## config.mk

```make
export PLATFORM = sky130hd
export DESIGN_NAME = pcsl_code_lock
export DESIGN_NICKNAME = d
export VERILOG_FILES = /design/src/pkg/pcsl_pkg.sv /design/src/hw/pcsl_wake_timer.sv /design/src/hw/pcsl_code_lock.sv
export VERILOG_INCLUDE_DIRS = /design/src /design/src/pkg
export SDC_FILE = /design/constraint.sdc
export NUM_CORES = 1
export LEC_CHECK = 0
export ABC_AREA = 1
export BUFFER_PORTS_ARGS = -buffer_cell sky130_fd_sc_hd__buf_2
export CAP_MARGIN = 10
export CORE_MARGIN = 3
export CORE_UTILIZATION = 53
export CTS_BUF_LIST = sky130_fd_sc_hd__clkbuf_8 sky130_fd_sc_hd__clkbuf_16
export CTS_CLUSTER_SIZE = 24
export DETAILED_ROUTE_END_ITERATION = 10
export PLACE_DENSITY = 0.94
export SETUP_SLACK_MARGIN = 0.2
export SLEW_MARGIN = 15
export SYNTH_ARGS = -nofsm -noshare
export SYNTH_HDL_FRONTEND = slang
export SYNTH_SLANG_ARGS = --single-unit
```

## constraint.sdc

```tcl
create_clock -name hclk -period 3.5 [get_ports hclk]
set_clock_uncertainty 0.2 [all_clocks]
set_input_delay 0.35 -clock hclk [delete_from_list [all_inputs] [get_ports hclk]]
set_output_delay 0.35 -clock hclk [all_outputs]
set_load 0.01 [all_outputs]
```

## src/pkg/pcsl_map.svh

```systemverilog
// register offsets, field positions, reset values and timing counts of the code lock
`ifndef PCSL_MAP_SVH
`define PCSL_MAP_SVH

// ------------------------------------------------------------
// register indices and byte addresses (index times four)
// ------------------------------------------------------------
`define PCSL_IDX_SFR_LOCK       16'h00B2
`define PCSL_IDX_SYS_CFG_B      16'h2005
`define PCSL_IDX_EMU_STATUS     16'h2100
`define PCSL_ADDR_SFR_LOCK      18'h0_02C8
`define PCSL_ADDR_SYS_CFG_B     18'h0_8014
`define PCSL_ADDR_EMU_STATUS    18'h0_8400

// ------------------------------------------------------------
// field positions
// ------------------------------------------------------------
`define PCSL_BIT_PREBOOT        7
`define PCSL_BIT_LOCK           6
`define PCSL_BIT_EMU_CLK_OFF    5
`define PCSL_CFG_RSVD_MASK      8'h80
`define PCSL_CFG_RW_MASK        8'h3F

// ------------------------------------------------------------
// reset values
// ------------------------------------------------------------
`define PCSL_CFG_RESET          8'h00

// ------------------------------------------------------------
// timing: mpu cycles of preboot, rtc cycles of the reset timer
// ------------------------------------------------------------
`define PCSL_PREBOOT_CYCLES     6'd32
`define PCSL_WAKE_RTC_CYCLES    4100

`endif

```

## src/pkg/pcsl_pkg.sv

```systemverilog
// types shared by the code lock design
package pcsl_pkg;

  typedef enum logic [1:0] {
    PCSL_PH_RESET,
    PCSL_PH_PREBOOT,
    PCSL_PH_RUN
  } pcsl_phase_t;

  typedef enum logic [2:0] {
    PCSL_OP_NONE,
    PCSL_OP_GLOBAL_ERASE,
    PCSL_OP_PAGE_ERASE,
    PCSL_OP_WRITE,
    PCSL_OP_READ,
    PCSL_OP_CONTROL
  } pcsl_op_t;

endpackage

```

## src/hw/pcsl_wake_timer.sv

```systemverilog
// reset timer: counts rtc ticks after reset release until wake
`timescale 1ns/1ps
`include "pcsl_map.svh"

module pcsl_wake_timer #(
  parameter int WAKE_TICKS = `PCSL_WAKE_RTC_CYCLES
) (
  // clock and reset
  input  wire logic hclk,
  input  wire logic hresetn,
  // synchronised rtc tick pulse
  input  wire logic rtc_tick,
  // wake level
  output logic      wake
);

  logic [12:0] count_reg;
  logic        wake_reg;
  wire  logic  last_tick = (count_reg == 13'(WAKE_TICKS - 1)) && rtc_tick;

  always_ff @(posedge hclk or negedge hresetn) begin
    if (!hresetn) begin
      count_reg <= 13'h0000;
      wake_reg  <= 1'b0;
    end else if (!wake_reg && rtc_tick) begin
      count_reg <= count_reg + 13'h0001;
      wake_reg  <= last_tick;
    end
  end

  assign wake = wake_reg;

endmodule

```

## src/hw/pcsl_code_lock.sv

```systemverilog
// code-protection lock with preboot tracking, ahb-lite register slave and emulator gate
`timescale 1ns/1ps
`include "pcsl_map.svh"

// What this block does
// while locked, emulator may only request global flash erase; all else refused.
// first 32 mpu cycles after reset are preboot; emulator inhibited.
// read-only preboot flag in bit 7 of register 0xB2.
// lock bit, bit 6 of register 0xB2, clears on every mpu reset.
// lock bit accepts only written ones; written zero does nothing.
// lock released only by global erase then chip reset; here any reset clears it, with or without an erase.
// global flash erase also clears engine program ram, lock or not.
// while locked, page zero page-erase refused from mpu and emulator.
// while locked, all writes to page zero blocked from both.
// while locked, no program code read-out through emulator.
// after preboot, emulator may be enabled and control mpu, lock permitting.
// writing one to emulator_clock_off stops emulator clock.
// unused bits read zero, no storage; reserved bits kept.
// preboot begins when reset timer expires, 4100 rtc cycles after release.
// refused emulator requests complete without effect and without stalling.
module pcsl_code_lock
  import pcsl_pkg::*;
#(
  parameter int WAKE_TICKS = `PCSL_WAKE_RTC_CYCLES
) (
  // ahb clock and reset
  input  wire logic        hclk,
  input  wire logic        hresetn,
  // ahb-lite slave
  input  wire logic        hsel,
  input  wire logic [17:0] haddr,
  input  wire logic [1:0]  htrans,
  input  wire logic        hwrite,
  input  wire logic [2:0]  hsize,
  input  wire logic [31:0] hwdata,
  input  wire logic        hready,
  output logic [31:0]      hrdata,
  output logic             hreadyout,
  output logic             hresp,
  // real time clock pin
  input  wire logic        rtc_clk_pin,
  // emulator request
  input  wire logic        emu_req,
  input  wire logic [2:0]  emu_op,
  input  wire logic        emu_page_zero,
  // emulator answer
  output logic             emu_ack,
  output logic             emu_granted,
  output logic             emu_refused,
  output logic             emu_clk_en,
  // mpu flash request
  input  wire logic        mpu_req,
  input  wire logic [2:0]  mpu_op,
  input  wire logic        mpu_page_zero,
  // mpu flash answer
  output logic             mpu_granted,
  output logic             mpu_refused,
  // flash and engine commands
  output logic             flash_global_erase,
  output logic             engine_program_ram_clear,
  output logic             mpu_run
);

  // ------------------------------------------------------------
  // rtc pin synchroniser and tick edge
  // ------------------------------------------------------------
  logic rtc_meta_reg;
  logic rtc_sync_reg;
  logic rtc_prev_reg;
  wire  logic rtc_tick = rtc_sync_reg & ~rtc_prev_reg;
  wire  logic wake;

  always_ff @(posedge hclk or negedge hresetn) begin
    if (!hresetn) begin
      // reset high so a pin already high at release is not taken as a tick
      rtc_meta_reg <= 1'b1;
      rtc_sync_reg <= 1'b1;
      rtc_prev_reg <= 1'b1;
    end else begin
      rtc_meta_reg <= rtc_clk_pin;
      rtc_sync_reg <= rtc_meta_reg;
      rtc_prev_reg <= rtc_sync_reg;
    end
  end

  pcsl_wake_timer #(
    .WAKE_TICKS (WAKE_TICKS)
  ) u_wake (
    .hclk     (hclk),
    .hresetn  (hresetn),
    .rtc_tick (rtc_tick),
    .wake     (wake)
  );

  // ------------------------------------------------------------
  // boot phase
  // ------------------------------------------------------------
  pcsl_phase_t phase_reg;
  pcsl_phase_t phase_next;
  logic [5:0]  pre_cnt_reg;
  wire  logic  preboot = (phase_reg == PCSL_PH_PREBOOT);
  wire  logic  running = (phase_reg == PCSL_PH_RUN);

  always_comb begin
    phase_next = phase_reg;
    case (phase_reg)
      PCSL_PH_RESET:   if (wake) phase_next = PCSL_PH_PREBOOT;
      PCSL_PH_PREBOOT: if (pre_cnt_reg == `PCSL_PREBOOT_CYCLES - 6'd1) phase_next = PCSL_PH_RUN;
      PCSL_PH_RUN:     phase_next = PCSL_PH_RUN;
      default:         phase_next = PCSL_PH_RESET;
    endcase
  end

  always_ff @(posedge hclk or negedge hresetn) begin
    if (!hresetn) begin
      phase_reg   <= PCSL_PH_RESET;
      pre_cnt_reg <= 6'd0;
    end else begin
      phase_reg   <= phase_next;
      pre_cnt_reg <= preboot ? pre_cnt_reg + 6'd1 : 6'd0;
    end
  end

  // ------------------------------------------------------------
  // ahb-lite address phase capture
  // ------------------------------------------------------------
  logic        dp_wr_reg;
  logic        dp_rd_reg;
  logic [17:0] dp_addr_reg;
  wire  logic  ap_valid = hsel & htrans[1] & hready;

  always_ff @(posedge hclk or negedge hresetn) begin
    if (!hresetn) begin
      dp_wr_reg   <= 1'b0;
      dp_rd_reg   <= 1'b0;
      dp_addr_reg <= 18'h0_0000;
    end else begin
      dp_wr_reg   <= ap_valid & hwrite;
      dp_rd_reg   <= ap_valid & ~hwrite;
      dp_addr_reg <= ap_valid ? haddr : dp_addr_reg;
    end
  end

  wire logic sel_lock = (dp_addr_reg == `PCSL_ADDR_SFR_LOCK);
  wire logic sel_cfg  = (dp_addr_reg == `PCSL_ADDR_SYS_CFG_B);

  // ------------------------------------------------------------
  // lock bit and configuration register
  // ------------------------------------------------------------
  logic       lock_reg;
  logic [7:0] cfg_reg;
  logic [1:0] emu_last_reg;
  wire  logic wr_lock  = dp_wr_reg & sel_lock & hwdata[`PCSL_BIT_LOCK];
  wire  logic wr_cfg   = dp_wr_reg & sel_cfg;
  wire  logic clk_off  = cfg_reg[`PCSL_BIT_EMU_CLK_OFF];

  always_ff @(posedge hclk or negedge hresetn) begin
    if (!hresetn) begin
      lock_reg <= 1'b0;
      cfg_reg  <= `PCSL_CFG_RESET;
    end else begin
      if (wr_lock) lock_reg <= 1'b1;
      if (wr_cfg) cfg_reg <= (cfg_reg & `PCSL_CFG_RSVD_MASK) | (hwdata[7:0] & `PCSL_CFG_RW_MASK);
    end
  end

  // ------------------------------------------------------------
  // read mux; unmapped addresses read zero, response always okay
  // ------------------------------------------------------------
  wire logic [31:0] rd_lock = {24'h00_0000, preboot, lock_reg, 6'h00};
  wire logic [31:0] rd_cfg  = {24'h00_0000, cfg_reg};
  wire logic [31:0] rd_emu  = {29'h0000_0000, emu_last_reg, emu_clk_en};

  // read data chosen in the address phase so it stands for the whole data phase
  logic [31:0] rd_hold_reg;
  wire  logic  ap_sel_lock = (haddr == `PCSL_ADDR_SFR_LOCK);
  wire  logic  ap_sel_cfg  = (haddr == `PCSL_ADDR_SYS_CFG_B);
  wire  logic  ap_sel_emu  = (haddr == `PCSL_ADDR_EMU_STATUS);
  wire  logic [31:0] ap_rd = ap_sel_lock ? rd_lock : ap_sel_cfg ? rd_cfg : ap_sel_emu ? rd_emu : 32'h0000_0000;

  // ------------------------------------------------------------
  // access policy shared by mpu and emulator
  // ------------------------------------------------------------
  function automatic logic flash_allowed(input logic locked, input logic [2:0] op, input logic page0);
    flash_allowed = 1'b1;
    if (locked && page0 && (op == PCSL_OP_PAGE_ERASE || op == PCSL_OP_WRITE))
      flash_allowed = 1'b0;
  endfunction

  // emulator only usable after preboot and with its clock running
  wire logic emu_window = running & ~clk_off;
  wire logic emu_ok = emu_window
                    & (lock_reg ? (emu_op == PCSL_OP_GLOBAL_ERASE)
                                : flash_allowed(lock_reg, emu_op, emu_page_zero));
  wire logic mpu_ok = flash_allowed(lock_reg, mpu_op, mpu_page_zero);
  wire logic erase_now = emu_req & emu_ok & (emu_op == PCSL_OP_GLOBAL_ERASE);

  // ------------------------------------------------------------
  // registered answers; every request acks next cycle
  // ------------------------------------------------------------
  logic emu_ack_reg;
  logic emu_gnt_reg;
  logic emu_ref_reg;
  logic mpu_gnt_reg;
  logic mpu_ref_reg;
  logic erase_reg;
  logic clk_en_reg;
  logic run_reg;

  always_ff @(posedge hclk or negedge hresetn) begin
    if (!hresetn) begin
      emu_ack_reg  <= 1'b0;
      emu_gnt_reg  <= 1'b0;
      emu_ref_reg  <= 1'b0;
      mpu_gnt_reg  <= 1'b0;
      mpu_ref_reg  <= 1'b0;
      erase_reg    <= 1'b0;
      clk_en_reg   <= 1'b0;
      run_reg      <= 1'b0;
      emu_last_reg <= 2'b00;
    end else begin
      emu_ack_reg  <= emu_req;
      emu_gnt_reg  <= emu_req & emu_ok;
      emu_ref_reg  <= emu_req & ~emu_ok;
      mpu_gnt_reg  <= mpu_req & mpu_ok & running;
      mpu_ref_reg  <= mpu_req & ~(mpu_ok & running);
      erase_reg    <= erase_now;
      clk_en_reg   <= emu_window;
      run_reg      <= phase_next != PCSL_PH_RESET;
      if (emu_req) emu_last_reg <= {emu_ok, ~emu_ok};
    end
  end

  // ------------------------------------------------------------
  // outputs
  // ------------------------------------------------------------
  assign hrdata                   = rd_hold_reg;
  assign hreadyout                = 1'b1;
  assign hresp                    = 1'b0;
  assign emu_ack                  = emu_ack_reg;
  assign emu_granted              = emu_gnt_reg;
  assign emu_refused              = emu_ref_reg;
  assign emu_clk_en               = clk_en_reg;
  assign mpu_granted              = mpu_gnt_reg;
  assign mpu_refused              = mpu_ref_reg;
  assign flash_global_erase       = erase_reg;
  assign engine_program_ram_clear = erase_reg;
  assign mpu_run                  = run_reg;

  // read data register; it holds until the next read is taken

  always_ff @(posedge hclk or negedge hresetn) begin
    if (!hresetn)                rd_hold_reg <= 32'h0000_0000;
    else if (ap_valid & ~hwrite) rd_hold_reg <= ap_rd;
  end

  // ------------------------------------------------------------
  // assertions
  // ------------------------------------------------------------
  chk_lock_sticky: assert property (@(posedge hclk) disable iff (!hresetn)
    $past(lock_reg) |-> lock_reg) else $error("lock bit cleared without reset");
  chk_lock_set_one: assert property (@(posedge hclk) disable iff (!hresetn)
    wr_lock |=> lock_reg) else $error("lock bit not set by written one");
  chk_emu_locked_op: assert property (@(posedge hclk) disable iff (!hresetn)
    emu_req && lock_reg && emu_op != PCSL_OP_GLOBAL_ERASE |=> emu_refused && !emu_granted)
    else $error("emulator op passed while locked");
  chk_emu_no_read: assert property (@(posedge hclk) disable iff (!hresetn)
    emu_req && lock_reg && emu_op == PCSL_OP_READ |=> !emu_granted) else $error("code read while locked");
  chk_preboot_len: assert property (@(posedge hclk) disable iff (!hresetn)
    $rose(preboot) |-> preboot [*8] ##25 !preboot) else $error("preboot not 32 cycles");
  chk_preboot_emu: assert property (@(posedge hclk) disable iff (!hresetn)
    emu_req && !running |=> emu_refused) else $error("emulator served before run");
  chk_page0_mpu: assert property (@(posedge hclk) disable iff (!hresetn)
    mpu_req && lock_reg && mpu_page_zero && (mpu_op == PCSL_OP_WRITE || mpu_op == PCSL_OP_PAGE_ERASE)
    |=> mpu_refused) else $error("page zero changed while locked");
  chk_erase_ram: assert property (@(posedge hclk) disable iff (!hresetn)
    flash_global_erase == engine_program_ram_clear) else $error("ram clear not with erase");
  chk_emu_ack: assert property (@(posedge hclk) disable iff (!hresetn)
    emu_req |=> emu_ack ##0 (emu_granted ^ emu_refused)) else $error("emulator request not answered");
  chk_clk_off: assert property (@(posedge hclk) disable iff (!hresetn)
    clk_off |=> !emu_clk_en) else $error("emulator clock on while disabled");
  chk_preboot_clk_off: assert property (@(posedge hclk) disable iff (!hresetn)
    preboot |=> !emu_clk_en) else $error("emulator clock on in preboot");
  chk_upper_zero: assert property (@(posedge hclk) disable iff (!hresetn)
    hrdata[31:8] == 24'h00_0000) else $error("unused read bits not zero");

  cov_lock_set:  cover property (@(posedge hclk) disable iff (!hresetn) $rose(lock_reg));
  cov_erase:     cover property (@(posedge hclk) disable iff (!hresetn) lock_reg && flash_global_erase);
  cov_refused:   cover property (@(posedge hclk) disable iff (!hresetn) emu_refused && running);
  cov_preboot:   cover property (@(posedge hclk) disable iff (!hresetn) $fell(preboot));

endmodule

```

==> out/qor.yml <==
status: "finished, final reports clean"
crit_arrival_ns: 1.97
muxShareOfSynthArea: 0
layout-drive-gt1-share: 0.204
holdCritPathClass: "in -> reg"
nNetsFinal: 529
yosys_warnings: 0
portBuffers: 56
vias_per_cell: 4.99
worstPathCellList: "dlygate4sd3_1 > buf_2 > nor2_2 > nor3b_1 > nand3_1 > nand2_1"
cp_max_fo: 10
drv_cap: 0
root_buffer: "clkbuf_8"
diodes: 0
setup-violations-final: 0
synth_top_area_cell: "dfrtp_1"
synth-simple-area-share: 0.307
io_pins: 114
p_int_mw: 1.23
seq_power_share: 0.530
placed_cell_area_sq_um: 3570
fp.dieH_um: 84.9
rsz0062_at_grt: "no"
synthCells: 385
synth_xor_area_frac: 0.0265
wire_per_inst_um: 13.2
cts.sinks: 69
synth_top_area_frac: 0.500
synth-edff-count: 0
period_needed_ns: 1.87
synth_top_family_by_area: "simple AND/OR/NAND/NOR gates"
reg2regPathDepth: 5
path_buf_inv: 2
synth_top_cells_by_area: "dfrtp_1 50%, nand2_1 13%, buf_4 6.1%"
die_w_um: 84.9
slowest_delay_ns: 0.53
holdPathStages: 3
synth-seq-cells: 69
power_density_nw_per_um2: 451
holdPathEnd: "dp_addr_reg[16]$_DFFE_PN0P_"
p_switching_mw: 0.501
finalPower_mw: 1.73
post-route-period-util: 0.536
finalSetupTns_ns: 0
cp-end-kind: "flip-flop"
leakagePower_nw: 2.04
dr.pass1.iters: 4
gp_congestion: 0.876
start_util: 0.551
grt_max_degree: 45
grt.overflow.total: 0
r2r_end: "u_wake.count_reg[8]$_DFFE_PN0P_"
htreeDepth: 3
dieArea_sq_um: 7220
drt-initial-drc-count: 174
vias: 2675
clk_latency_ns: 0.35
grt_use_total: 0.211
power.clock.fraction: 0.346
synth_area_sq_um: 3300
core_area_sq_um: 5990
n_fill_cell: 483
largest_reg_flops: 18
synthAdderAreaFrac: 0.00758
numCtsBuffers: 9
crit_type: "in -> reg"
design_area_sq_um: 3830
synthFlopType: "dfrtp_1"
routed_wl_um: 7070
worstPathRequired_ns: 3.59
grt_pass1_wl_um: 12000
clk_pin_slew_ns: 0.08
remaining_drc_errors: 0
synth_cell_type_count: 32
hpwl_um: 5300
num_rows: 28
critical-path-top-delay-family: "simple AND/OR/NAND/NOR gates"
ir_drop_mv: 0.321
max_slew_margin: 0.371
avgSynthCellArea_sq_um: 8.58
clock_path_buffers: 2
switching_share: 0.290
fmax_mhz: 533
synthToLayoutAreaGrowth_pct: 15.9
cts_tree: "done"
synth.most_common_cell: "nand2_1"
worst_pin_slew_ns: 0.943
ff2ff_setup_slack_ns: 1.88
seq_area_frac_synth: 0.524
min_from: "haddr[16]"
postSynth.asyncResetShare: 1.00
grt_pass1_vias: 2766
antenna_found_initial: 0
hold_violations: 0
ant_nets: 0
r2r_start: "rtc_sync_reg$_DFF_PN1_"
synth-compound-area-share: 0.0258
critPathLaunchType: "primary input"
drv_slew: 0
synth_common_cells: "110 x nand2_1, 66 x dfrtp_1, 43 x nor2_1"
crit_slowest_cell: "dlygate4sd3_1"
combPwrFrac: 0.124
## cell usage in the layout, fill, tap and decap left out, types with 4 or more instances in the layout
cell type      synthesis  final
a21oi_1                4      4
buf_2                  1     56
clkbuf_8               0     10
conb_1                 2     26
dfrtp_1               66     66
dlygate4sd3_1          0      7
inv_1                 35     35
nand2_1              110    110
nand3_1               18     18
nand4_1               17     17
nor2_1                43     43
nor3_1                 7      7
nor4_1                 4      4
o21ai_0               13     13
xor2_1                 7      7
## routing by layer
layer,GRT usage,share of wire,up-vias
li1,-,-,1315
met1,0.245,0.40,1254
met2,0.360,0.52,86
met3,0.0728,0.059,20
met4,0.0791,0.027,0
met5,0,0,-
## timing repair
| action | CTS | global route |
|---|---|---|
| hold endpoints to repair | 45 | 0 |
| setup buffers | 0 | 0 |
| gates resized for setup | 0 | 0 |
| hold buffers | 7 | 0 |
## worst max path at each step
stage / startpoint / end / slack, ns / cells past startpoint
final: haddr[17] / hrdata[7]$_DFFE_PN0P_ / 1.63 / 6
after global routing: haddr[17] / hrdata[7]$_DFFE_PN0P_ / 1.44 / 6
after CTS: haddr[17] / hrdata[7]$_DFFE_PN0P_ / 1.65 / 6
after detailed placement: haddr[17] / hrdata[7]$_DFFE_PN0P_ / 1.84 / 5
after global placement: haddr[17] / hrdata[7]$_DFFE_PN0P_ / 1.89 / 5
after floorplan: rtc_sync_reg$_DFF_PN1_ / u_wake.count_reg[12]$_DFFE_PN0P_ / 2.01 / 7
## kinds of logic after synthesis
logic type                 after synthesis
xor gates and xnor gates                10
DFF                                     69
buffers and inverters                   67
AOI/OAI and AO/OA                       17
other                                    2
and+or+nand+nor                        218
adders and majority gates                2
## power by group through the flow
stage | logic (mW) | registers [mW] | clock network [mW]
after CTS | 0.215 | 0.915 | 0.611
after floorplan | 0.154 | 0.919 | 0
final | 0.214 | 0.915 | 0.599
after detailed placement | 0.207 | 0.929 | 0
after global placement | 0.193 | 0.925 | 0
after global routing | 0.243 | 0.924 | 0.654
## through the flow
stage          hold WS, ns  setup slack (ns)  utilization  cells
6_report            0.0186              1.63        0.639    536
4_1_cts            0.00354              1.65        0.639    536
5_1_grt            0.00174              1.44        0.639    536
2_1_floorplan       -0.146              2.01            -    409
3_5_place_dp         0.151              1.84        0.597    513
3_3_place_gp         0.147              1.89        0.597    513
## worst reg2reg max path: stages, from the launching register on
cell     delay, ns
dfstp_2       0.56
nand2_2       0.09
nor2_8        0.15
nand3_2       0.15
nor3_4        0.19
xor2_1        0.20
## area by class of cell
class | instances | area (sq um) | area share
Clock inverter | 6 | 47.5 | 0.0124
Inverter | 37 | 139 | 0.0363
Timing Repair Buffer | 66 | 373 | 0.0974
Clock buffer | 10 | 138 | 0.0359
Sequential cell | 69 | 1730 | 0.452
Multi-Input combinational cell | 273 | 1310 | 0.342
Tap cell | 75 | 93.8 | 0.0245
(Power assumes the default switching activity.)
